==> src/logic/mcs_pkg.sv <==
// constants, commands and states of the measurement command sequencer
package mcs_pkg;

  // --------------------------------------------------------------
  // decoded commands from the command link front end
  // --------------------------------------------------------------
  typedef enum logic [3:0] {
    CMD_SINGLE_SENSOR_TEMP     = 4'h0,
    CMD_SINGLE_PRESSURE_PERIOD = 4'h1,
    CMD_SINGLE_TEMP_PERIOD     = 4'h2,
    CMD_HOLD_PRESSURE          = 4'h3,
    CMD_HOLD_PRESSURE_PERIOD   = 4'h4,
    CMD_HOLD_SENSOR_TEMP       = 4'h5,
    CMD_HOLD_TEMP_PERIOD       = 4'h6,
    CMD_DUMP_BUFFER            = 4'h7,
    CMD_DUMP_SEQUENTIAL        = 4'h8,
    CMD_CONTINUOUS_PRESSURE    = 4'h9,
    CMD_FAST_CONTINUOUS        = 4'hA,
    CMD_CONTINUOUS_COMBINED    = 4'hB,
    CMD_WRITE_ENABLE           = 4'hC,
    CMD_SET_INTERVAL           = 4'hD,
    CMD_READ_INTERVAL          = 4'hE,
    CMD_OTHER                  = 4'hF
  } mcs_cmd_e;

  typedef enum logic [2:0] {
    ST_IDLE  = 3'h0,
    ST_TMEAS = 3'h1,
    ST_PMEAS = 3'h2,
    ST_CALC  = 3'h3,
    ST_HOLD  = 3'h4,
    ST_SEND  = 3'h5,
    ST_ECHO  = 3'h6
  } mcs_state_e;

  // reply formats handed to the framer
  typedef enum logic [1:0] {
    FMT_VALUE    = 2'h0,
    FMT_COMBINED = 2'h1,
    FMT_ECHO     = 2'h2,
    FMT_PARAM    = 2'h3
  } mcs_fmt_e;

  // measurement kinds and calculation operations
  localparam logic MEAS_TEMP_PERIOD  = 1'h0;
  localparam logic MEAS_PRESS_PERIOD = 1'h1;
  localparam logic CALC_SENSOR_TEMP  = 1'h0;
  localparam logic CALC_COMPENSATE   = 1'h1;

  localparam logic [3:0]  UNIT_BAR         = 4'h3;
  localparam logic [15:0] INTERVAL_RESET   = 16'h0000;
  localparam logic [15:0] INTERVAL_ONE     = 16'h0001;
  localparam logic [15:0] INTERVAL_ZERO    = 16'h0000;
  localparam logic        INTEG_SIMULT     = 1'h0;

endpackage

==> src/logic/mcs_sequencer.sv <==
// measurement command sequencer: measurement, hold, dump and stream control
`timescale 1ns/10ps
module mcs_sequencer #(
  parameter int DW = 32,
  parameter int AW = 8
) (
  input  wire logic                  clk,
  input  wire logic                  rst,
  input  wire logic                  cmd_valid,
  input  wire mcs_pkg::mcs_cmd_e     cmd_code,
  input  wire logic                  cmd_global,
  input  wire logic                  cmd_on_rs485,
  input  wire logic [AW-1:0]         cmd_addr,
  input  wire logic [15:0]           cmd_arg,
  input  wire logic [3:0]            pressure_unit_select,
  input  wire logic                  temperature_unit_select,
  input  wire logic                  integration_mode_select,
  input  wire logic                  meas_done,
  input  wire logic [DW-1:0]         meas_period,
  input  wire logic                  calc_done,
  input  wire logic [DW-1:0]         calc_result,
  input  wire logic                  reply_ready,
  output logic                       meas_req,
  output logic                       meas_kind,
  output logic                       meas_abort,
  output logic                       calc_req,
  output logic                       calc_op,
  output logic                       calc_temp_unit,
  output logic [DW-1:0]              calc_temp_period,
  output logic [DW-1:0]              calc_operand,
  output logic                       reply_valid,
  output mcs_pkg::mcs_fmt_e          reply_fmt,
  output logic [DW-1:0]              reply_value,
  output logic [AW-1:0]              reply_addr,
  output logic [15:0]                temp_remeasure_interval,
  output logic                       write_enabled,
  output logic                       busy
);

  initial begin
    if (DW < 16 || AW < 1) $error("mcs_sequencer: DW must be >= 16 and AW >= 1");
  end

  // --------------------------------------------------------------
  // state
  // --------------------------------------------------------------
  mcs_pkg::mcs_state_e state_r, state_nxt;
  mcs_pkg::mcs_cmd_e   mode_r;
  mcs_pkg::mcs_cmd_e   dump_cmd_r;
  logic [DW-1:0]       tper_r;
  logic [DW-1:0]       held_r;
  logic                held_valid_r;
  logic                dump_pend_r;
  logic [15:0]         pcount_r;
  logic [15:0]         interval_r;
  logic                wen_r;

  // --------------------------------------------------------------
  // command decode
  // --------------------------------------------------------------
  function automatic logic is_hold(input mcs_pkg::mcs_cmd_e c);
    is_hold = (c == mcs_pkg::CMD_HOLD_PRESSURE) || (c == mcs_pkg::CMD_HOLD_PRESSURE_PERIOD)
           || (c == mcs_pkg::CMD_HOLD_SENSOR_TEMP) || (c == mcs_pkg::CMD_HOLD_TEMP_PERIOD);
  endfunction

  function automatic logic is_stream(input mcs_pkg::mcs_cmd_e c);
    is_stream = (c == mcs_pkg::CMD_CONTINUOUS_PRESSURE) || (c == mcs_pkg::CMD_FAST_CONTINUOUS)
             || (c == mcs_pkg::CMD_CONTINUOUS_COMBINED);
  endfunction

  wire logic is_dump     = (cmd_code == mcs_pkg::CMD_DUMP_BUFFER)
                        || (cmd_code == mcs_pkg::CMD_DUMP_SEQUENTIAL);
  // a global sequential dump on the multidrop port is dropped entirely
  wire logic dump_ignore = (cmd_code == mcs_pkg::CMD_DUMP_SEQUENTIAL)
                        && cmd_global && cmd_on_rs485;
  wire logic comb_ignore = (cmd_code == mcs_pkg::CMD_CONTINUOUS_COMBINED)
                        && (pressure_unit_select != mcs_pkg::UNIT_BAR);
  wire logic cmd_take    = cmd_valid && !dump_ignore && !comb_ignore;
  wire logic hold_busy   = is_hold(mode_r) && (state_r inside {mcs_pkg::ST_TMEAS,
                           mcs_pkg::ST_PMEAS, mcs_pkg::ST_CALC});
  // dump while a held measurement runs keeps it running
  wire logic dump_defer  = cmd_take && is_dump && hold_busy;
  wire logic cmd_new     = cmd_take && !dump_defer;
  wire logic dump_now    = cmd_new && is_dump && held_valid_r;
  wire logic wr_ok       = cmd_new && (cmd_code == mcs_pkg::CMD_SET_INTERVAL) && wen_r
                        && (cmd_arg != mcs_pkg::INTERVAL_ZERO);
  wire logic starts_pres = (cmd_code == mcs_pkg::CMD_SINGLE_PRESSURE_PERIOD)
                        || (cmd_code == mcs_pkg::CMD_HOLD_PRESSURE_PERIOD);
  wire logic starts_meas = (cmd_code <= mcs_pkg::CMD_HOLD_TEMP_PERIOD) || is_stream(cmd_code);

  // fast mode temperature decision
  wire logic fast_mode   = (mode_r == mcs_pkg::CMD_FAST_CONTINUOUS);
  wire logic need_temp   = !fast_mode
                        || (integration_mode_select == mcs_pkg::INTEG_SIMULT)
                        || (interval_r == mcs_pkg::INTERVAL_ONE)
                        || ((interval_r > mcs_pkg::INTERVAL_ONE)
                            && (pcount_r >= interval_r));
  wire logic pres_only   = (mode_r == mcs_pkg::CMD_SINGLE_PRESSURE_PERIOD)
                        || (mode_r == mcs_pkg::CMD_HOLD_PRESSURE_PERIOD);
  wire logic temp_only   = (mode_r == mcs_pkg::CMD_SINGLE_TEMP_PERIOD)
                        || (mode_r == mcs_pkg::CMD_HOLD_TEMP_PERIOD);
  wire logic temp_conv   = (mode_r == mcs_pkg::CMD_SINGLE_SENSOR_TEMP)
                        || (mode_r == mcs_pkg::CMD_HOLD_SENSOR_TEMP);
  wire logic result_rdy  = ((state_r == mcs_pkg::ST_TMEAS) && meas_done && temp_only)
                        || ((state_r == mcs_pkg::ST_PMEAS) && meas_done && pres_only)
                        || ((state_r == mcs_pkg::ST_CALC) && calc_done);
  wire logic [DW-1:0] result = (state_r == mcs_pkg::ST_CALC) ? calc_result : meas_period;
  wire logic hold_done   = result_rdy && is_hold(mode_r);
  wire logic send_done   = reply_valid && reply_ready;
  // a dump landing in the very cycle the held result appears is sent at once
  wire logic dump_send   = hold_done && (dump_pend_r || dump_defer);

  // --------------------------------------------------------------
  // next state
  // --------------------------------------------------------------
  always_comb begin
    state_nxt = state_r;
    if (cmd_new) begin
      // any accepted command cancels a stream or a held value
      if (dump_now) begin
        state_nxt = mcs_pkg::ST_SEND;
      end else if (cmd_code == mcs_pkg::CMD_READ_INTERVAL) begin
        state_nxt = mcs_pkg::ST_SEND;
      end else if (starts_meas) begin
        state_nxt = starts_pres ? mcs_pkg::ST_PMEAS : mcs_pkg::ST_TMEAS;
      end else begin
        state_nxt = mcs_pkg::ST_IDLE;
      end
    end else begin
      case (state_r)
        mcs_pkg::ST_TMEAS: begin
          if (meas_done) begin
            if (temp_only) begin
              state_nxt = is_hold(mode_r) ? mcs_pkg::ST_HOLD : mcs_pkg::ST_SEND;
            end else if (temp_conv) begin
              state_nxt = mcs_pkg::ST_CALC;
            end else begin
              state_nxt = mcs_pkg::ST_PMEAS;
            end
          end
        end
        mcs_pkg::ST_PMEAS: begin
          if (meas_done) begin
            if (pres_only) begin
              state_nxt = is_hold(mode_r) ? mcs_pkg::ST_HOLD : mcs_pkg::ST_SEND;
            end else begin
              state_nxt = mcs_pkg::ST_CALC;
            end
          end
        end
        mcs_pkg::ST_CALC: begin
          if (calc_done) begin
            state_nxt = is_hold(mode_r) ? mcs_pkg::ST_HOLD : mcs_pkg::ST_SEND;
          end
        end
        mcs_pkg::ST_SEND: begin
          if (send_done) begin
            if (dump_cmd_r == mcs_pkg::CMD_DUMP_SEQUENTIAL && mode_r == dump_cmd_r) begin
              state_nxt = mcs_pkg::ST_ECHO;
            end else if (is_stream(mode_r)) begin
              state_nxt = need_temp ? mcs_pkg::ST_TMEAS : mcs_pkg::ST_PMEAS;
            end else begin
              state_nxt = mcs_pkg::ST_IDLE;
            end
          end
        end
        mcs_pkg::ST_ECHO: begin
          if (send_done) begin
            state_nxt = mcs_pkg::ST_IDLE;
          end
        end
        mcs_pkg::ST_IDLE, mcs_pkg::ST_HOLD: begin
          state_nxt = state_r;
        end
        default: begin
          state_nxt = mcs_pkg::ST_IDLE;
        end
      endcase
      if (dump_send) begin
        state_nxt = mcs_pkg::ST_SEND;
      end
    end
  end

  wire logic enter_t  = (state_nxt == mcs_pkg::ST_TMEAS) && (cmd_new || state_r != mcs_pkg::ST_TMEAS);
  wire logic enter_p  = (state_nxt == mcs_pkg::ST_PMEAS) && (cmd_new || state_r != mcs_pkg::ST_PMEAS);
  wire logic enter_c  = (state_nxt == mcs_pkg::ST_CALC) && (state_r != mcs_pkg::ST_CALC);
  wire logic enter_sd = (state_nxt == mcs_pkg::ST_SEND) && (state_r != mcs_pkg::ST_SEND || cmd_new);
  // engines still working on a cancelled request must drop it
  wire logic abort    = cmd_new && (state_r inside {mcs_pkg::ST_TMEAS, mcs_pkg::ST_PMEAS,
                        mcs_pkg::ST_CALC});
  wire mcs_pkg::mcs_fmt_e fmt_nxt =
      (cmd_new && cmd_code == mcs_pkg::CMD_READ_INTERVAL) ? mcs_pkg::FMT_PARAM :
      (mode_r == mcs_pkg::CMD_CONTINUOUS_COMBINED)        ? mcs_pkg::FMT_COMBINED :
                                                            mcs_pkg::FMT_VALUE;

  // --------------------------------------------------------------
  // registers
  // --------------------------------------------------------------
  always_ff @(posedge clk) begin
    if (rst) begin
      state_r      <= mcs_pkg::ST_IDLE;
      mode_r       <= mcs_pkg::CMD_OTHER;
      dump_cmd_r   <= mcs_pkg::CMD_OTHER;
      tper_r       <= '0;
      held_r       <= '0;
      held_valid_r <= 1'b0;
      dump_pend_r  <= 1'b0;
      pcount_r     <= '0;
      interval_r   <= mcs_pkg::INTERVAL_RESET;
      wen_r        <= 1'b0;
    end else begin
      state_r <= state_nxt;
      if (cmd_new) begin
        mode_r <= is_dump ? cmd_code : cmd_code;
        dump_cmd_r <= cmd_code;
      end else if (dump_defer) begin
        dump_cmd_r <= cmd_code;
      end
      // write enable lasts for exactly the next command
      if (cmd_new) begin
        wen_r <= (cmd_code == mcs_pkg::CMD_WRITE_ENABLE);
      end
      if (wr_ok) begin
        interval_r <= cmd_arg;
      end
      if (state_r == mcs_pkg::ST_TMEAS && meas_done) begin
        tper_r   <= meas_period;
        pcount_r <= '0;
      end else if (state_r == mcs_pkg::ST_PMEAS && meas_done && pcount_r != 16'hFFFF) begin
        pcount_r <= pcount_r + 16'h0001;
      end
      if (cmd_new) begin
        held_valid_r <= 1'b0;
        dump_pend_r  <= 1'b0;
      end else begin
        if (dump_defer) begin
          dump_pend_r <= 1'b1;
        end
        if (hold_done) begin
          held_r       <= result;
          held_valid_r <= 1'b1;
        end
      end
      if (dump_send) begin
        held_valid_r <= 1'b0;
        dump_pend_r  <= 1'b0;
        mode_r       <= dump_defer ? cmd_code : dump_cmd_r;
      end
    end
  end

  // --------------------------------------------------------------
  // request and reply outputs, all registered
  // --------------------------------------------------------------
  always_ff @(posedge clk) begin
    if (rst) begin
      meas_req         <= 1'b0;
      meas_kind        <= mcs_pkg::MEAS_TEMP_PERIOD;
      meas_abort       <= 1'b0;
      calc_req         <= 1'b0;
      calc_op          <= mcs_pkg::CALC_SENSOR_TEMP;
      calc_temp_unit   <= 1'b0;
      calc_temp_period <= '0;
      calc_operand     <= '0;
      reply_valid      <= 1'b0;
      reply_fmt        <= mcs_pkg::FMT_VALUE;
      reply_value      <= '0;
      reply_addr       <= '0;
    end else begin
      meas_req   <= enter_t || enter_p;
      meas_abort <= abort;
      calc_req   <= enter_c;
      if (enter_t || enter_p) begin
        meas_kind <= enter_p ? mcs_pkg::MEAS_PRESS_PERIOD : mcs_pkg::MEAS_TEMP_PERIOD;
      end
      if (enter_c) begin
        calc_op          <= temp_conv ? mcs_pkg::CALC_SENSOR_TEMP : mcs_pkg::CALC_COMPENSATE;
        calc_temp_unit   <= temperature_unit_select;
        calc_temp_period <= (state_r == mcs_pkg::ST_TMEAS) ? meas_period : tper_r;
        calc_operand     <= meas_period;
      end
      if (cmd_new) begin
        reply_addr <= cmd_addr;
      end
      if (state_nxt == mcs_pkg::ST_ECHO) begin
        reply_valid <= 1'b1;
        reply_fmt   <= mcs_pkg::FMT_ECHO;
      end else if (enter_sd) begin
        reply_valid <= 1'b1;
        reply_fmt   <= fmt_nxt;
        reply_value <= (cmd_new && cmd_code == mcs_pkg::CMD_READ_INTERVAL) ?
                       {{(DW-16){1'b0}}, interval_r} :
                       (dump_now ? held_r : (hold_done ? result : result));
      end else if (send_done || cmd_new) begin
        reply_valid <= 1'b0;
      end
    end
  end

  assign temp_remeasure_interval = interval_r;
  assign write_enabled           = wen_r;
  assign busy                    = (state_r != mcs_pkg::ST_IDLE);
endmodule

==> config.mk <==
export PLATFORM = sky130hd
export DESIGN_NAME = mcs_sequencer
export DESIGN_NICKNAME = d
export VERILOG_FILES = /design/src/logic/mcs_pkg.sv /design/src/logic/mcs_sequencer.sv
export SDC_FILE = /design/constraint.sdc
export NUM_CORES = 1
export LEC_CHECK = 0
export BUFFER_PORTS_ARGS = -buffer_cell sky130_fd_sc_hd__buf_4
export CAP_MARGIN = 20
export CORE_MARGIN = 2
export CORE_UTILIZATION = 45
export CTS_CLUSTER_DIAMETER = 30
export DETAILED_ROUTE_END_ITERATION = 10
export GPL_TIMING_DRIVEN = 0
export PLACE_DENSITY_LB_ADDON = 0.3
export SETUP_SLACK_MARGIN = 0.02
export SYNTH_ARGS = -nofsm -noshare
export SYNTH_HDL_FRONTEND = slang
export SYNTH_SLANG_ARGS = --single-unit
==> constraint.sdc <==
create_clock -name clk -period 3.9 [get_ports clk]
set_input_delay 0.195 -clock clk [delete_from_list [all_inputs] [get_ports clk]]
set_output_delay 0.195 -clock clk [all_outputs]
set_load 0.02 [all_outputs]
==> run summary, run 1 <==
Logic pwr share = 0.103
Worst-Margin Slew = 1.05 ns
Worst setup path end = calc_temp_period[20]
Total grt overflow = 0
Post-Route WL = 38300 microns
Initial core utilization = 0.454
Internal = 5.24 mW
Worst-Skew Late Latency = 0.53 ns
Row cnt = 56
Num CTS Buffers = 46
Count of cell types in the netlist = 68
Worst stage delay on the critical path = 0.48 ns
YS warnings = 0
Tot GR Track Use = 0.298
Net Sw Frac = 0.247
Vias in the first global route = 10600
Critical Path Stages = 11
Mean post-synth cell area = 8.77 sq um
Post-synth top area share = 0.421
Drt drc = 0
Top FF cell, synth = dfxtp_1
CTS root buf = clkbuf_16
Pleak = 5.62 nW
Sequential Power Share = 0.341
Reg-to-Reg End = calc_temp_period[20]
DRT Pass-1 Iters = 6
Switching pwr = 1.72 mW
P per Cell Area = 468 mW/mm^2
CP Cell Sequence = inv_1, ha_1, nand4_1, nor3_1, o311ai_0, a32oi_1, o2111ai_2, a211oi_2, clkbuf_1, a31oi_1, a211oi_2
Max-slew violations = 0
Routability cong. = 0.941
Die Y = 158 microns
Minimum clock period after layout = 3.70 ns
Area growth, synth to finish = 40.3%
Yosys reg bits = 223
Clk pin slew, worst setup/hold paths = 0.05 ns
Critical path class = flop to flop
Worst IR Drop VDD = 0.399 mV
Fin Setup TNS = 0 ns
Final critical-path share of the clock period = 0.950
CP Data Required Time = 4.33 ns
CP max FO = 10
Mapped cell area = 0.0106 sq mm
GRT met2 Usage = 0.483
Clk pwr share = 0.556
Largest net degree at the start of global routing = 12
Delay-heaviest family, CP = compound AO/OA/AOI/OAI gates
CP max-delay cell = dfxtp_1
Crit start category = flop
Met3 usage in global routing = 0.0603
Status = finished, final reports clean
CP bufs+invs = 2
Share of the core filled with cells = 0.638
Clk sink count = 223
Crit path DAT = 4.14 ns
Met1 Track Usage GR = 0.383
Fraction of layout cells with a size suffix above 1 = 0.246
Hpwl dp = 26600 microns
First-pass GRT wire length = 57600 microns
DIE WIDTH = 158 microns
Final hold violations = 0
Net count after synthesis = 1332
FMAX = 0.270 GHz
Reg2Reg Depth = 11
Io pins = 237
Rel. slew slack = 0.295
Synthesized instance count = 1209
Core Area = 0.0233 sq mm
Routed via count = 11000
Initial DRC count = 860
Via density per instance = 5.80
N_diodes = 0
CTS H-tree lvls = 2
CP Capture Type = flop
Final Net Count = 1671
I/O Buffers = 234
Clock Tree Buf Depth = 3
Wire length per cell = 20.2 microns
Worst clock skew = 0.0234 ns
Dominant cells by area after synthesis = dfxtp_1 (42%), mux2i_1 (8.1%), a21oi_1 (5.7%), a211oi_1 (5.0%), nand2_1 (4.6%)
Worst reg2reg startpoint = temp_remeasure_interval[15]
Count of final setup violators = 0
Synth area leader = dfxtp_1
Initial antenna violation count = 0
Internal reg-to-reg setup slack = 0.20 ns
Cell count of the worst hold path = 3
CP startpoint = temp_remeasure_interval[15]
RSZ-0062 raised after global routing = false
TritonCTS clock tree = done
MaxCap Viol Count = 0
CP dominant cell by count = a211oi_2
GR peak layer = met2
FFs w/ async S/R, synth = 0
EDFF count, synth = 0
Worst Hold Class = primary input to flop
Die area = 0.0248 sq mm
Worst hold start = cmd_code[2]
Post-synthesis sequential area ratio = 0.421
Antenna Violating Nets Remaining = 0
-- tightest hold or removal path, stage by stage --
cell and delay (ns):
buf_2 0.18, nand2_1 0.08, nand2_1 0.05
-- power by group through the flow --
stage / clock network [mW] / registers, mW / logic, mW
floorplan: 0 / 2.45 / 0.331
global placement: 0 / 2.41 / 0.644
detailed placement: 0 / 2.42 / 0.650
CTS: 3.88 / 2.37 / 0.702
global route: 3.99 / 2.38 / 0.763
finish: 3.87 / 2.38 / 0.719
-- worst min path at each step --
stage,endpoint,slack [ns]
6_report,mode_r[2],0.02
5_1_grt,mode_r[2],0.03
4_1_cts,mode_r[2],0.01
3_5_place_dp,tper_r[27],0.45
3_3_place_gp,tper_r[13],0.44
2_1_floorplan,tper_r[0],0.33
-- routing by layer --
metal  vias up  part of all wire
li1       5117                 -
met5         -                 0
met3       113             0.076
met1      5266              0.42
met2       506              0.46
met4         0             0.044
-- through the flow --
| step | hold slack [ns] | instance area (sq um) | power, mW | instances | worst slack, ns |
|---|---|---|---|---|---|
| 2_1_floorplan | 0.331 | 10600 | 2.78 | 1209 | 0.929 |
| 3_3_place_gp | 0.441 | 12800 | 3.06 | 1762 | 0.0896 |
| 3_5_place_dp | 0.447 | 12800 | 3.07 | 1762 | 0.0301 |
| 4_1_cts | 0.0107 | 14900 | 6.96 | 1898 | 0.0694 |
| 5_1_grt | 0.0347 | 14900 | 7.13 | 1898 | 0.0279 |
| 6_report | 0.0224 | 14900 | 6.96 | 1898 | 0.196 |
-- kinds of logic (layout without fill, tap and decap cells) --
kind of cell             count (synthesis)  count (layout)  share of synthesized area
buffers and inverters                  140             510                     0.0560
AND/OR/NAND/NOR                        374             374                      0.171
flip-flops                             223             223                      0.421
XOR/XNOR                                13              13                     0.0107
multiplexers                            87              87                     0.0822
AO/OA/AOI/OAI                          355             355                      0.239
adder cells (fa/ha/maj)                 17              17                     0.0201
-- registers in the layout (all words and copies together) (netlist names), 2 cells and up, named ones only --
signal                   cells
mode_r                       4
reply_addr                   8
tper_r                      32
held_r                      32
pcount_r                    16
reply_fmt                    2
reply_value                 32
calc_operand                32
calc_temp_period            32
temp_remeasure_interval     16
state_r                      3
-- synthesized netlist by cell type (all sizes together), types with 3 or more instances --
cell and count:
a221oi 4, a211oi 101, nor2 107, nand3 11
buf 36, xor2 9, and2 5, o2111ai 17
nand2b 19, a21oi 121, o31ai 33, a32oi 3
nand2 130, nand4 46, or3 6, o21ai 13
nor4b 4, clkbuf 76, nor3 14, nor4 10
dfxtp 223, ha 17, a31oi 41, nor2b 6
o21bai 3, inv 27, mux2i 86, xnor2 4
and3 3
-- cell usage in the layout, fill, tap and decap left out, types with 8 or more instances in the layout --
master         count
ha_1              17
buf_2             28
nor4_1             9
a21oi_1          121
dfxtp_1          223
nand3_1           11
buf_4            237
inv_1             25
nand2_1          130
a31oi_1           40
a211oi_1          70
nor3_1            12
mux2i_1           86
nand4_1           46
nor2_1           106
nand2b_1          19
clkbuf_1          81
o2111ai_1         16
xor2_1             9
a211oi_2          31
dlygate4sd3_1     57
o21ai_0           13
clkbuf_16         47
o31ai_1           33
clkinv_2           8
-- final cells by class --
class                           count  area, sq um
Clock buffer                       59         1280
Inverter                           28          105
Multi-Input combinational cell    846         5560
Buffer                            112          490
Sequential cell                   223         4460
Timing Repair Buffer              291         2330
Tap cell                          319          399
Fill cell                        1965         8460
Clock inverter                     20          245
-- what timing repair did --
item | CTS | global route
endpoints found under the setup margin | 1 | 52
setup buffers | 0 | 0
hold buffers | 57 | 0
pin swaps | 0 | 0
hold endpoints to repair | 86 | 0
resized for setup | 1 | 3
Note: power is estimated with default switching activity, not from simulation.
==> run 2, diff against run 1 <==
- CTS_BUF_LIST: default -> sky130_fd_sc_hd__clkbuf_4 sky130_fd_sc_hd__clkbuf_8
==> run 2 against run 1 <==
Power decreased by 14%; largest power group unchanged; non-clock buffer count increased by 2; critical endpoint is now calc_operand[21]; critical path type unchanged; first-iteration DRC count increased by 6.6%; routed wire length decreased by 1.9%; core utilization decreased by 1.8 points; setup slack improved by 0.036 ns; sequential power about the same.
==> run summary, run 2 (same netlist as run 1, synthesis figures left out) <==
Hold Crit Endpoint = held_r[27] (was mode_r[2])
Initial DRC count = 917 (was 860)
Vias in the first global route = 10500 (was 10600)
Area growth, synth to finish = 36.3% (was 40.3%)
Minimum clock period after layout = 3.67 ns (was 3.70 ns)
CP Data Required Time = 4.38 ns (was 4.33 ns)
Worst Hold Class = primary input to flop (unchanged)
TritonCTS clock tree = done (unchanged)
I/O Buffers = 234 (unchanged)
Most common cell after layout, fill and taps aside = buf_4 (unchanged)
Setup bufs post-CTS = 0 (unchanged)
Cell count of the worst hold path = 3 (unchanged)
Tot GR Track Use = 0.293 (was 0.298)
DRT Pass-1 Iters = 5 (was 6)
CP startpoint = temp_remeasure_interval[15] (unchanged)
Final critical-path share of the clock period = 0.941 (was 0.950)
Io pins = 237 (unchanged)
Worst-Skew Late Latency = 0.56 ns (was 0.53 ns)
CP max FO = 10 (unchanged)
Status = finished, final reports clean (unchanged)
Wire length per cell = 19.8 microns (was 20.2 microns)
Core Area = 0.0233 sq mm (unchanged)
Count of final setup violators = 0 (unchanged)
Internal reg-to-reg setup slack = 0.23 ns (was 0.20 ns)
Total grt overflow = 0 (unchanged)
Drt drc = 0 (unchanged)
MaxCap Viol Count = 0 (unchanged)
Die Y = 158 microns (unchanged)
Post-Route WL = 37600 microns (was 38300 microns)
Routability cong. = 0.941 (unchanged)
Clk pin slew, worst setup/hold paths = 0.06 ns (was 0.05 ns)
Die area = 0.0248 sq mm (unchanged)
Routed via count = 11000 (about the same)
Clock Tree Buf Depth = 3 (unchanged)
N_diodes = 0 (unchanged)
Antenna Violating Nets Remaining = 0 (unchanged)
Num CTS Buffers = 47 (was 46)
Reg2Reg Depth = 12 (was 11)
DIE WIDTH = 158 microns (unchanged)
Critical path class = flop to flop (unchanged)
Crit start category = flop (unchanged)
Worst IR Drop VDD = 0.361 mV (was 0.399 mV)
FMAX = 0.273 GHz (was 0.270 GHz)
Fin area = 0.0145 sq mm (was 0.0149 sq mm)
Rel. slew slack = 0.287 (was 0.295)
Worst reg2reg startpoint = temp_remeasure_interval[15] (unchanged)
First-pass GRT wire length = 57000 microns (was 57600 microns)
Worst clock skew = 0.0179 ns (was 0.0234 ns)
Hold slack = 0.0558 ns (was 0.0224 ns)
Hpwl dp = 26600 microns (unchanged)
Final hold violations = 0 (unchanged)
Initial antenna violation count = 0 (unchanged)
Via density per instance = 5.78 (was 5.80)
Worst-Margin Slew = 1.06 ns (was 1.05 ns)
Dpl cell area = 0.0128 sq mm (unchanged)
Largest net degree at the start of global routing = 12 (unchanged)
CTS root buf = clkbuf_8 (was clkbuf_16)
Initial core utilization = 0.454 (unchanged)
Clk sink count = 223 (unchanged)
CP Capture Type = flop (unchanged)
Reg-to-Reg End = calc_operand[21] (was calc_temp_period[20])
Row cnt = 56 (unchanged)
Fin Setup TNS = 0 ns (unchanged)
Worst hold start = calc_result[27] (was cmd_code[2])
RSZ-0062 raised after global routing = false (unchanged)
CTS H-tree lvls = 2 (unchanged)
Pleak = 5.43 nW (was 5.62 nW)
Final Net Count = 1674 (was 1671)
Crit path DAT = 4.15 ns (was 4.14 ns)
P per Cell Area = 413 mW/mm^2 (was 468 mW/mm^2)
Most frequent cells in the layout = buf_4 (237), dfxtp_1 (223), nand2_1 (130) (unchanged)
Max-slew violations = 0 (unchanged)
Fraction of layout cells with a size suffix above 1 = 0.251 (was 0.246)
run 2: metrics by stage:
stage               instances   util  power [mW]  worst slack, ns
floorplan                1209      -        2.78            0.929
global placement         1762  0.547        3.06           0.0896
detailed placement       1762  0.547        3.07           0.0301
CTS                      1902  0.619        5.97           0.0220
global route             1902  0.620        6.14           0.0453
finish                   1902  0.620        5.98            0.232
run 2: final cells by class:
type	count	area, sq um
buffer	112	490
clock buffer	60	788
clock inverter	21	299
fill	2005	8880
inverter	28	105
multi-input combinational	846	5560
sequential	223	4460
tap	319	399
timing repair buffer	293	2350
run 2: worst max path at each step:
stage | endpoint | slack [ns] | cells past startpoint
4_1_cts | reply_value[29] | 0.02 | 12
2_1_floorplan | calc_temp_period[10] | 0.93 | 12
3_3_place_gp | reply_value[29] | 0.09 | 12
5_1_grt | calc_operand[21] | 0.05 | 12
6_report | calc_operand[21] | 0.23 | 12
3_5_place_dp | reply_value[29] | 0.03 | 12
run 2: per-layer routing:
layer / GRT usage / part of all wire / vias to the layer above
li1: - / - / 5123
met1: 0.379 / 0.41 / 5229
met2: 0.479 / 0.46 / 524
met3: 0.0589 / 0.090 / 113
met4: 0.123 / 0.040 / 0
met5: 0 / 0 / -
run 2: worst max-delay path, cell delays in order (launching register included):
cell and delay [ns]:
dfxtp_1 0.48, inv_1 0.08, ha_1 0.30, nand4_1 0.15, nor3_1 0.31, o311ai_0 0.21
a32oi_1 0.40, o2111ai_2 0.29, a211oi_2 0.45, buf_2 0.35, buf_2 0.26, nand4_1 0.15
a21oi_1 0.15
run 2: timing repair:
action,in CTS,in global routing
endpoints found under the setup margin,0,21
hold buffers,59,0
resized for setup,0,4
hold endpoints to repair,91,0
run 2: report_power, final:
group | leakage [nW] | internal, mW | switching (mW)
logic | 3.08 | 0.287 | 0.430
clock network | 0.547 | 1.79 | 1.10
registers | 1.80 | 2.33 | 0.0359
total | 5.43 | 4.41 | 1.57
==> run 3, diff against run 2 <==
- CELL_PAD_IN_SITES_DETAIL_PLACEMENT: default -> 1
- CELL_PAD_IN_SITES_GLOBAL_PLACEMENT: default -> 1
- CORE_UTILIZATION: 45 -> 42
==> run 3 against run 2 <==
First-iteration DRC count shrank 8.6%; sequential power hardly changed; cell area is 1.5% higher; global-route usage increased by 2.9 points; sequential share of layout area shrank 0.44 points; non-clock buffer count is 1 higher; register-to-register slack lost 0.07 ns; clock skew increased by 0.016 ns; clock power is 15% higher.
==> run summary, run 3 (same netlist as run 1, synthesis figures left out) <==
Status = finished, final reports clean (unchanged)
DRT Pass-1 Iters = 5 (unchanged)
Worst setup path end = calc_temp_period[28] (was calc_operand[21])
Routed via count = 11300 (was 11000)
CP startpoint = temp_remeasure_interval[1] (was temp_remeasure_interval[15])
CP Capture Type = flop (unchanged)
Filler instances = 2918 (was 2005)
Routability cong. = 0.943 (was 0.941)
Crit path DAT = 4.20 ns (was 4.15 ns)
Initial DRC count = 838 (was 917)
Fraction of layout cells with a size suffix above 1 = 0.258 (was 0.251)
Largest net degree at the start of global routing = 14 (was 12)
Worst reg2reg startpoint = temp_remeasure_interval[1] (was temp_remeasure_interval[15])
Clk sink count = 223 (unchanged)
Final hold violations = 0 (unchanged)
Clk pin slew, worst setup/hold paths = 0.08 ns (was 0.06 ns)
CP Data Required Time = 4.37 ns (was 4.38 ns)
CP max FO = 10 (unchanged)
Most frequent cells in the layout = buf_4 (238), dfxtp_1 (223), nand2_1 (130) (was buf_4 (237), dfxtp_1 (223), nand2_1 (130))
Tot GR Track Use = 0.322 (was 0.293)
CTS H-tree lvls = 2 (unchanged)
Antenna Violating Nets Remaining = 0 (unchanged)
Clock Tree Buf Depth = 3 (unchanged)
P per Cell Area = 439 mW/mm^2 (was 413 mW/mm^2)
Max-slew violations = 0 (unchanged)
CTS root buf = clkbuf_8 (unchanged)
Io pins = 237 (unchanged)
Crit start category = flop (unchanged)
Minimum clock period after layout = 3.74 ns (was 3.67 ns)
Place WS = -0.106 ns (was 0.0301 ns)
DIE WIDTH = 163 microns (was 158 microns)
Final critical-path share of the clock period = 0.958 (was 0.941)
MaxCap Viol Count = 0 (unchanged)
Vias in the first global route = 11700 (was 10500)
I/O Buffers = 234 (unchanged)
Wire length per cell = 22.8 microns (was 19.8 microns)
Internal reg-to-reg setup slack = 0.16 ns (was 0.23 ns)
Worst Hold Class = primary input to flop (unchanged)
Die area = 0.0265 sq mm (was 0.0248 sq mm)
First-pass GRT wire length = 67000 microns (was 57000 microns)
Via density per instance = 5.87 (was 5.78)
Drt drc = 0 (unchanged)
Num CTS Buffers = 49 (was 47)
Post-Route WL = 43700 microns (was 37600 microns)
Worst IR Drop VDD = 0.266 mV (was 0.361 mV)
Reg-to-Reg End = calc_temp_period[28] (was calc_operand[21])
Reg2Reg Depth = 13 (was 12)
Initial core utilization = 0.425 (was 0.454)
Die Y = 163 microns (was 158 microns)
Most common cell after layout, fill and taps aside = buf_4 (unchanged)
Critical path class = flop to flop (unchanged)
Worst clock skew = 0.0342 ns (was 0.0179 ns)
Final Net Count = 1677 (was 1674)
Core Area = 0.0250 sq mm (was 0.0233 sq mm)
RSZ-0062 raised after global routing = true (was false)
Setup ws final = 0.164 ns (was 0.232 ns)
TritonCTS clock tree = done (unchanged)
Worst-Margin Slew = 0.985 ns (was 1.06 ns)
FMAX = 0.268 GHz (was 0.273 GHz)
Share of the core filled with cells = 0.588 (was 0.620)
Area growth, synth to finish = 38.3% (was 36.3%)
Row cnt = 58 (was 56)
Rel. slew slack = 0.338 (was 0.287)
Initial antenna violation count = 1 (was 0)
Count of final setup violators = 0 (unchanged)
Worst-Skew Late Latency = 0.59 ns (was 0.56 ns)
Total grt overflow = 0 (unchanged)
Pleak = 5.54 nW (was 5.43 nW)
Hpwl dp = 30000 microns (was 26600 microns)
## run 3: cell types whose count changed in the layout (fill, tap and decap cells not counted), moves of 2 or more
cell and delta:
bufinv_16 +4, clkbuf_1 -4, clkbuf_2 +4, clkbuf_8 +3, clkinvlp_4 -3, buf_2 -2, clkinv_4 +2, inv_6 +2
## run 3: how the worst min path moves through the flow
stage               startpoint       endpoint  slack, ns  cells past startpoint
4_1_cts        calc_result[19]     held_r[19]       0.02                      3
3_5_place_dp     reply_addr[6]  reply_addr[6]       0.45                      2
6_report       calc_result[19]     held_r[19]       0.06                      3
5_1_grt        calc_result[28]     held_r[28]       0.08                      3
3_3_place_gp        tper_r[12]     tper_r[12]       0.44                      2
2_1_floorplan   meas_period[0]      tper_r[0]       0.33                      2
## run 3: power by group
part	switching, mW	internal, mW	leakage (nW)
combinational	0.457	0.290	3.10
sequential	0.0394	2.33	1.80
clock	1.20	2.12	0.637
total	1.70	4.74	5.54
## run 3: cell type report
cell class | instances | area (sq um) | share of cell area
multi-input combinational | 846 | 5580 | 0.380
sequential | 223 | 4460 | 0.304
timing repair buffer | 294 | 2350 | 0.161
clock buffer | 61 | 815 | 0.0555
buffer | 112 | 500 | 0.0341
clock inverter | 27 | 437 | 0.0298
tap | 330 | 413 | 0.0282
inverter | 28 | 105 | 0.00717
antenna | 1 | 2.50 | 0.000171
## run 3: layer usage
metal,GRT usage,vias to the layer above,wire (microns)
met5,0,-,0
met4,0.130,0,1680
met2,0.549,459,21200
met1,0.394,5554,17900
met3,0.0726,121,3050
li1,-,5140,-
## run 3: critical path, cell delays in order (launching register included)
cell	delay [ns]
dfxtp_1	0.49
inv_1	0.08
ha_1	0.32
nor2b_1	0.14
o211a_1	0.19
o311ai_0	0.56
a32oi_1	0.19
buf_4	0.19
o2111ai_2	0.43
a211o_1	0.20
buf_4	0.20
nor3_4	0.09
buf_6	0.20
a211oi_2	0.34
## run 3: metrics by stage
stage | instance area (sq um) | std cells | hold slack, ns | setup TNS, ns | power, mW
after floorplan | 10600 | 1209 | 0.331 | 0 | 2.78
after CTS | 14600 | 1920 | 0.0233 | 0 | 6.41
after global placement | 12800 | 1773 | 0.441 | -0.0164 | 3.07
final | 14700 | 1922 | 0.0591 | 0 | 6.44
after global routing | 14700 | 1922 | 0.0806 | -0.0167 | 6.63
after detailed placement | 12800 | 1773 | 0.450 | -0.211 | 3.08
## run 3: what timing repair did
item                                   4_1_cts  5_1_grt
hold buffers                                59        0
gates cloned                                 0        0
pin swaps                                    0        2
setup buffers                                0        1
endpoints found under the hold margin       91        0
setup endpoints to repair                   14       94
resized for setup                            2       14
